File: config.mk
export PLATFORM = sky130hd
export DESIGN_NAME = drvsp_bank
export DESIGN_NICKNAME = d
export VERILOG_FILES = /design/src/drvsp_pkg.sv /design/src/drvsp_bank.sv
export SDC_FILE = /design/constraint.sdc
export NUM_CORES = 1
export LEC_CHECK = 0
export ABC_AREA = 1
export ABC_CLOCK_PERIOD_IN_PS = 1790
export BUFFER_PORTS_ARGS = -buffer_cell sky130_fd_sc_hd__buf_4
export CAP_MARGIN = 15
export CORE_MARGIN = 3
export CORE_UTILIZATION = 50
export CTS_BUF_LIST = sky130_fd_sc_hd__clkbuf_8
export DETAILED_ROUTE_END_ITERATION = 12
export HOLD_SLACK_MARGIN = 0.02
export PLACE_DENSITY = 0.75
export SYNTH_ARGS = -nofsm -noshare
export SYNTH_HDL_FRONTEND = slang
export SYNTH_SLANG_ARGS = --single-unit
File: constraint.sdc
create_clock -name clk_sys -period 1.79 [get_ports clk_sys]
set_input_delay 0.358 -clock clk_sys [delete_from_list [all_inputs] [get_ports clk_sys]]
set_output_delay 0.358 -clock clk_sys [all_outputs]
set_load 0.01 [all_outputs]
File: src/drvsp_pkg.sv
// Shared constants and types for the drive stop and protection parameter bank
`default_nettype none
package drvsp_pkg;
   // Register indices; the byte address on the bus is four times the index
   localparam logic [15:0] IDX_DISP = 16'h10d8;
   localparam logic [15:0] IDX_STOP = 16'h10da;
   localparam logic [15:0] IDX_FAN = 16'h10db;
   localparam logic [15:0] IDX_PEN = 16'h10f5;
   localparam logic [15:0] IDX_PLVL = 16'h10f6;
   localparam logic [15:0] IDX_OCS = 16'h10f7;
   localparam logic [15:0] IDX_CAR = 16'h10f8;
   localparam logic [15:0] IDX_RDY = 16'h10f9;
   localparam logic [15:0] IDX_REN = 16'h1176;
   localparam logic [15:0] IDX_RLVL = 16'h1177;
   localparam logic [15:0] IDX_STAT = 16'h1200;
   // Legal codes and ranges
   localparam logic [15:0] DISP_MIN = 16'h0001;
   localparam logic [15:0] DISP_MAX = 16'h0007;
   localparam logic [15:0] BIN_MAX = 16'h0001;
   localparam logic [15:0] FAN_MAX = 16'h0002;
   localparam logic STOP_RAMP = 1'h0;
   localparam logic STOP_COAST = 1'h1;
   localparam logic [1:0] FAN_ALWAYS = 2'h0;
   localparam logic [1:0] FAN_RUN = 2'h1;
   localparam logic [1:0] FAN_TEMP = 2'h2;
   localparam logic [15:0] LV_LO_MIN = 16'h014a;
   localparam logic [15:0] LV_LO_MAX = 16'h018b;
   localparam logic [15:0] LV_HI_MIN = 16'h0294;
   localparam logic [15:0] LV_HI_MAX = 16'h0316;
   // Timing: fan run-on time in minutes, clock rate in hertz
   localparam longint unsigned FAN_DELAY_MIN = 64'h5;
   localparam longint unsigned SEC_PER_MIN = 64'h3c;
   localparam longint unsigned CLK_HZ = 64'h1312d00;
   localparam longint unsigned FAN_DELAY_CYC = FAN_DELAY_MIN * SEC_PER_MIN * CLK_HZ;
   localparam int unsigned FAN_CW = 36;
   // Bus handshake states
   typedef enum logic {BS_IDLE, BS_ANS} drvsp_bus_e;
   // Stored settings
   typedef struct packed {
      logic [2:0] disp;
      logic stop;
      logic [1:0] fan;
      logic pen;
      logic [9:0] plvl;
      logic ocs;
      logic car;
      logic rdy;
      logic ren;
      logic [9:0] rlvl;
   } drvsp_cfg_s;
   // Settings after reset; levels sit inside the lower class range
   localparam drvsp_cfg_s CFG_RST = '{disp: 3'h1, stop: STOP_RAMP, fan: FAN_ALWAYS, pen: 1'h0,
      plvl: 10'h17c, ocs: 1'h0, car: 1'h0, rdy: 1'h0, ren: 1'h0, rlvl: 10'h17c};
   // Controls handed to the drive logic
   typedef struct packed {
      logic fan_on;
      logic decel_hold;
      logic coast_stop;
      logic bus_reg_active;
      logic carrier_reduce;
      logic trip_suppress;
      logic ready_en;
      logic [2:0] display_sel;
   } drvsp_ctl_s;
endpackage
`default_nettype wire

File: src/drvsp_bank.sv
// Stop and protection parameter bank with Avalon-MM register access
//
// Summary of operation
// RL1 - Display select also accepts codes 6 and 7
// RL2 - Stop method: 0 ramp down, 1 coast
// RL3 - Fan: 0 always, 1 run-only, 2 temperature
// RL4 - Run-only fan stays on five minutes after stop
// RL5 - One-bit enable for over-voltage deceleration hold
// RL6 - Hold deceleration while bus voltage above level
// RL7 - Levels: 330-395 low class, 660-790 high
// RL8 - Bus regulation enable plus level, same ranges
// RL9 - Carrier auto-reduce on heat when enabled
// RL10 - Out-of-range writes refused, old value kept
`default_nettype none
module drvsp_bank #(
   parameter longint unsigned FAN_OFF_CYC = drvsp_pkg::FAN_DELAY_CYC
) (
   input wire logic clk_sys,
   input wire logic rst_n,
   input wire logic [15:0] avs_address,
   input wire logic avs_read,
   input wire logic avs_write,
   input wire logic [31:0] avs_writedata,
   input wire logic [3:0] avs_byteenable,
   output logic [31:0] avs_readdata,
   output logic avs_waitrequest,
   input wire logic run_pin,
   input wire logic amb_hot_pin,
   input wire logic sink_hot_pin,
   input wire logic hv_class_pin,
   input wire logic [9:0] dc_bus_volts,
   output drvsp_pkg::drvsp_ctl_s ctl_out
);
   import drvsp_pkg::*;

   // Whole module state in one word
   typedef struct packed {
      drvsp_bus_e bus;
      logic wait_r;
      logic [31:0] rdata;
      drvsp_cfg_s cfg;
      drvsp_ctl_s ctl;
      logic [1:0] run_s;
      logic [1:0] amb_s;
      logic [1:0] hot_s;
      logic [1:0] cls_s;
      logic [FAN_CW-1:0] fan_cnt;
   } drvsp_st_s;

   // Waitrequest idles high so no access slips through unseen
   localparam drvsp_st_s ST_RST = '{bus: BS_IDLE, wait_r: 1'h1, rdata: 32'h0, cfg: CFG_RST,
      ctl: '0, run_s: 2'h0, amb_s: 2'h0, hot_s: 2'h0, cls_s: 2'h0, fan_cnt: '0};
   localparam logic [FAN_CW-1:0] FAN_LOAD = FAN_CW'(FAN_OFF_CYC);

   drvsp_st_s q_reg; // Registered state
   drvsp_st_s q_next; // Next state
   logic hv; // High voltage class, synchronised
   logic be_ok; // Both low byte lanes enabled
   logic [15:0] wdat; // Low half of write data
   logic wr_legal; // Write value within its range

   // Level range depends on the voltage class
   function automatic logic lvl_ok(input logic [15:0] v, input logic hc);
      if (hc) begin
         lvl_ok = (v >= LV_HI_MIN) && (v <= LV_HI_MAX); // [RL7]
      end else begin
         lvl_ok = (v >= LV_LO_MIN) && (v <= LV_LO_MAX); // [RL7]
      end
   endfunction

   // Legal value check per register; unknown or read-only index refuses
   function automatic logic wr_ok(input logic [15:0] a, input logic [15:0] v, input logic hc);
      case (a)
         IDX_DISP: wr_ok = (v >= DISP_MIN) && (v <= DISP_MAX); // [RL1]
         IDX_STOP, IDX_PEN, IDX_OCS, IDX_CAR, IDX_RDY, IDX_REN: begin
            wr_ok = v <= BIN_MAX; // [RL2] [RL5] [RL8] [RL9]
         end
         IDX_FAN: wr_ok = v <= FAN_MAX; // [RL3]
         IDX_PLVL, IDX_RLVL: wr_ok = lvl_ok(v, hc); // [RL7] [RL8]
         default: wr_ok = 1'h0;
      endcase
   endfunction

   assign hv = q_reg.cls_s[1];
   assign be_ok = &avs_byteenable[1:0];
   assign wdat = avs_writedata[15:0];
   assign wr_legal = be_ok && wr_ok(avs_address, wdat, hv); // [RL10]

   // Next state: synchronisers, bus slave, settings, control outputs
   always_comb begin
      logic [15:0] rv;
      rv = 16'h0000;
      q_next = q_reg;
      // Pins pass two flops; only the second stage is used
      q_next.run_s = {q_reg.run_s[0], run_pin};
      q_next.amb_s = {q_reg.amb_s[0], amb_hot_pin};
      q_next.hot_s = {q_reg.hot_s[0], sink_hot_pin};
      q_next.cls_s = {q_reg.cls_s[0], hv_class_pin};
      // Read multiplexer; unmapped indices read zero
      case (avs_address)
         IDX_DISP: rv = 16'(q_reg.cfg.disp);
         IDX_STOP: rv = 16'(q_reg.cfg.stop);
         IDX_FAN: rv = 16'(q_reg.cfg.fan);
         IDX_PEN: rv = 16'(q_reg.cfg.pen);
         IDX_PLVL: rv = 16'(q_reg.cfg.plvl);
         IDX_OCS: rv = 16'(q_reg.cfg.ocs);
         IDX_CAR: rv = 16'(q_reg.cfg.car);
         IDX_RDY: rv = 16'(q_reg.cfg.rdy);
         IDX_REN: rv = 16'(q_reg.cfg.ren);
         IDX_RLVL: rv = 16'(q_reg.cfg.rlvl);
         IDX_STAT: rv = 16'({hv, q_reg.run_s[1], q_reg.ctl.fan_on, q_reg.ctl.decel_hold,
            q_reg.ctl.bus_reg_active, q_reg.ctl.carrier_reduce, q_reg.ctl.coast_stop});
         default: rv = 16'h0000;
      endcase
      // Bus slave: one wait cycle, then the answer edge
      case (q_reg.bus)
         BS_IDLE: begin
            if (avs_read || avs_write) begin
               q_next.bus = BS_ANS;
               q_next.wait_r = 1'h0;
               q_next.rdata = avs_read ? {16'h0000, rv} : 32'h0;
            end
         end
         BS_ANS: begin
            // Write lands on the edge the master sees waitrequest low
            q_next.bus = BS_IDLE;
            q_next.wait_r = 1'h1;
            if (avs_write && wr_legal) begin // [RL10]
               case (avs_address)
                  IDX_DISP: q_next.cfg.disp = wdat[2:0]; // [RL1]
                  IDX_STOP: q_next.cfg.stop = wdat[0]; // [RL2]
                  IDX_FAN: q_next.cfg.fan = wdat[1:0]; // [RL3]
                  IDX_PEN: q_next.cfg.pen = wdat[0]; // [RL5]
                  IDX_PLVL: q_next.cfg.plvl = wdat[9:0]; // [RL7]
                  IDX_OCS: q_next.cfg.ocs = wdat[0];
                  IDX_CAR: q_next.cfg.car = wdat[0]; // [RL9]
                  IDX_RDY: q_next.cfg.rdy = wdat[0];
                  IDX_REN: q_next.cfg.ren = wdat[0]; // [RL8]
                  IDX_RLVL: q_next.cfg.rlvl = wdat[9:0]; // [RL8]
                  default: q_next.cfg = q_reg.cfg;
               endcase
            end
         end
         default: begin
            q_next.bus = BS_IDLE;
            q_next.wait_r = 1'h1;
         end
      endcase
      // Run-on timer reloads while running, counts down once stopped
      if (q_reg.run_s[1]) begin
         q_next.fan_cnt = FAN_LOAD; // [RL4]
      end else if (q_reg.fan_cnt != '0) begin
         q_next.fan_cnt = q_reg.fan_cnt - 1'b1; // [RL4]
      end
      // Fan policy; an illegal code cannot be stored, default keeps fan on
      case (q_reg.cfg.fan)
         FAN_ALWAYS: q_next.ctl.fan_on = 1'h1; // [RL3]
         FAN_RUN: q_next.ctl.fan_on = q_reg.run_s[1] || (q_reg.fan_cnt != '0); // [RL4]
         FAN_TEMP: q_next.ctl.fan_on = q_reg.hot_s[1]; // [RL3]
         default: q_next.ctl.fan_on = 1'h1;
      endcase
      // Hold ramp above level, release below; equal keeps state
      if (!q_reg.cfg.pen) begin
         q_next.ctl.decel_hold = 1'h0; // [RL5]
      end else if (dc_bus_volts > q_reg.cfg.plvl) begin
         q_next.ctl.decel_hold = 1'h1; // [RL6]
      end else if (dc_bus_volts < q_reg.cfg.plvl) begin
         q_next.ctl.decel_hold = 1'h0; // [RL6]
      end
      q_next.ctl.coast_stop = q_reg.cfg.stop == STOP_COAST; // [RL2]
      q_next.ctl.bus_reg_active = q_reg.cfg.ren && (dc_bus_volts > q_reg.cfg.rlvl); // [RL8]
      q_next.ctl.carrier_reduce = q_reg.cfg.car && q_reg.amb_s[1]; // [RL9]
      q_next.ctl.trip_suppress = q_reg.cfg.ocs;
      q_next.ctl.ready_en = q_reg.cfg.rdy;
      q_next.ctl.display_sel = q_reg.cfg.disp; // [RL1]
   end

   // State register; reset loads constants only
   always_ff @(posedge clk_sys or negedge rst_n) begin
      if (!rst_n) begin
         q_reg <= ST_RST;
      end else begin
         q_reg <= q_next;
      end
   end

   // Outputs straight from flops
   assign avs_readdata = q_reg.rdata;
   assign avs_waitrequest = q_reg.wait_r;
   assign ctl_out = q_reg.ctl;
endmodule
`default_nettype wire

==> implementation parameters <==
Parameter                              Value

STA
  Unrepaired setup endpoints after global routing ... true
  Share of the clock period used by the worst path ... 113.5%
  Final hold violations ... 0
  Setup clock skew after layout ... approximately 11 ps
  Shortest period the worst path allows ... 2031 ps
  Count of endpoints failing setup in the final report ... 32
  Maximum frequency from static timing analysis ... ~490 MHz
  Setup TNS ... -3585 ps
  Final setup slack of the worst path ... -241.2 ps
  Final max-slew violation count ... 0

Placement
  Cell area after placement ... 0.007920 mm^2
  Hpwl dp ... 13,780 um
  RD Place Congestion ... 0.9804
  Input/output buffers ... 72

Global routing
  Remaining global-route overflow ... 0
  All-layer global routing usage ... 24.88%
  Pin count of the biggest net entering global routing ... 28
  Antenna violations before repair ... 0
  Global-route wire length before repair ... approximately 29,000 um
  Number of global-route vias before repair ... 6,043

Synth
  Ys async rst share ... 100.0%
  Netlist Area Pre-Place ... 0.006456 mm^2
  Most frequent cell after synthesis ... nand2_1
  EDFF count, synth ... 0
  Unique masters post-synth ... 46
  Biggest area contributors in the synthesized netlist ... dfrtp_1, nand2_1, inv_1
  Average instance area after synthesis ... 7.214 um^2
  Most used standard cells in the synthesized netlist ... nand2_1, inv_1, nor2_1
  Post-synth top area cell ... dfrtp_1
  Primary flip-flop cell chosen by synthesis mapping ... dfrtp_1
  Fraction of post-synthesis cell area in the top cell type by area ... 32.17%
  Share of the yosys chip area belonging to registers ... 37.87%
  Synthesized instance count ... 895
  Post-synthesis sequential element count ... 97
  Total of warnings raised by yosys ... 0

Floorplanning
  Total Die Area ... 0.01431 mm^2
  Die height ... around 120 um
  Die Wd ... 119.6 um
  Placeable Area ... 0.01231 mm^2
  Starting density of the core ... 52.44%
  Total number of placement rows ... 40
  I/O pin total ... 113

Run status
  Violations in the final reports ... negative setup slack
  Run status ... complete, but fails checks

Power
  Worst voltage drop across the vdd grid ... 0.3997 mV
  PwrDens ... 568.8 mW/mm^2
  Lkg Pwr ... 4.472 nW

Clock tree
  Number of clock sinks seen by CTS ... 97
  Longest Clk Path Bufs ... 2
  Clock tree from TritonCTS ... yes
  Cell at the root of the clock tree ... clkbuf_8
  Clk pin slew, worst setup/hold paths ... 100 ps
  Number of H-tree branching levels ... 3
  Cts bufs inserted ... 9
  Worst-skew pair later-pin latency ... 390 ps

Detailed routing
  DRC violations left ... 0
  DRC marker count from the first detailed-route iteration ... around 600
  Drt pass-1 iters ... 5
  Number of vias after detailed routing ... 6,737
  Residual antenna-violating net count after detailed routing ... 0
  Wire length reported by the detailed router ... 19,960 um
  Average wire per cell in the routed design ... ~16 um
  Via-per-instance ratio ... 5.296

Setup path
  Required time at the worst-slack endpoint ... 2070 ps
  Type of element capturing the critical path ... register
  Max FO, Critical Path ... 7
  Arrival time at the worst endpoint ... 2310 ps
  Nature of the critical path startpoint ... register
  Worst setup path category ... register to register

Layout
  Post-layout net count ... between 1,000 and 1,500
  Ant diodes ... 0
  Final design instance area without fill ... 0.008924 mm^2
  Number of flip-flops under the largest register name ... 65
  Ratio of cells with drive above 1 in the final layout ... 36.78%
  Area growth from synthesis to layout ... 38.22%

Min path
  Worst min path class ... input pin to register

Run
  Total of max-cap violations ... 0
layout make-up:
cell class              count  area (um^2)
fillers                   926         3388
repair inverters            1        6.256
inverters                 159        603.1
repair buffers            230         1818
clock inverters             7        63.81
well taps                 168        210.2
flip-flops and latches     97         2445
clock buffers               9        123.9
multi-input cells         601         3654
path summary, 6_finish.rpt:
path / endpoint / cells after the start / slack (ps) / from
min: q_next[41] / 1 / 80 / amb_hot_pin
min reg2reg: q_reg[43] / 0 / 340 / q_next[43]
min in group asynchronous: ctl_out[8] / 2 / 420 / rst_n
max: q_reg[10] / 11 / -240 / q_reg[1]
max in group asynchronous: q_reg[56] / 3 / 840 / rst_n
max reg2reg: q_reg[10] / 11 / -240 / q_reg[1]
through the flow:
| stage | std cells | hold slack, ps | util, % | power (mW) | setup WS (ps) |
|---|---|---|---|---|---|
| 5_1_grt | 1272 | 60.77 | 72.48 | 5.289 | -329.9 |
| 3_3_place_gp | 1224 | 288.7 | 64.33 | 3.326 | -307.2 |
| 2_1_floorplan | 916 | 62.41 | - | 2.858 | -40.79 |
| 6_report | 1272 | 79.65 | 72.48 | 5.076 | -241.2 |
| 4_1_cts | 1245 | 64.86 | 66.88 | 4.819 | -76.51 |
| 3_5_place_dp | 1224 | 290.1 | 64.33 | 3.352 | -388.9 |
power breakdown:
| group | switching (mW) | internal (mW) | total, mW | leakage, nW |
|---|---|---|---|---|
| combinational | 0.776 | 0.542 | 1.32 | 3.22 |
| clock | 0.795 | 0.637 | 1.43 | 0.102 |
| sequential | 0.0635 | 2.26 | 2.33 | 1.15 |
| total | 1.63 | 3.44 | 5.08 | 4.47 |
worst max-delay path, cell delays in order, from the launching register on:
cell,delay [ps]
dfrtp_1,400
inv_2,80
ha_4,150
nand2_4,60
nor2_4,90
nand4_1,180
nor3_4,260
nand4_4,220
nand2_4,170
nor3_4,60
nor3_2,190
inv_1,70
cell families after synthesis:
family          count (synthesis)  synth area share, %
flops                          97                37.87
buf+inv                       219                15.37
other cells                     1              0.05808
compound gates                 74                7.113
fa+ha+maj                      23                4.457
xor+xnor                       15                2.035
simple gates                  466                33.10
repair_timing:
| item | 4_1_cts | 5_1_grt |
|---|---|---|
| resized for setup | 23 | 139 |
| gates cloned | 0 | 3 |
| setup buffers | 4 | 24 |
| pin swaps | 9 | 45 |
| endpoints found under the hold margin | 18 | 0 |
| endpoints found under the setup margin | 27 | 70 |
| hold buffers | 1 | 0 |
cells in the final DEF, fill, tap and decap left out, drive strengths merged, types with 5 or more instances in the layout:
cell | netlist | final
a21oi | 22 | 22
buf | 50 | 229
clkbuf | 10 | 9
clkinv | 3 | 5
conb | 1 | 22
dfrtp | 83 | 83
dfstp | 14 | 14
ha | 23 | 23
inv | 156 | 160
nand2 | 189 | 189
nand3 | 62 | 63
nand4 | 53 | 53
nor2 | 116 | 116
nor3 | 33 | 33
nor4 | 6 | 6
o211ai | 5 | 5
o21ai | 21 | 21
o22ai | 6 | 6
xnor2 | 5 | 5
xor2 | 10 | 10
metal layers:
layer,up-vias,global-route usage (%),part of all wire [%]
li1,3228,-,-
met1,3128,35.39,42
met2,339,38.63,47
met3,42,5.655,9.4
met4,0,6.228,1.7
met5,-,0,0
(Power assumes the default switching activity.)
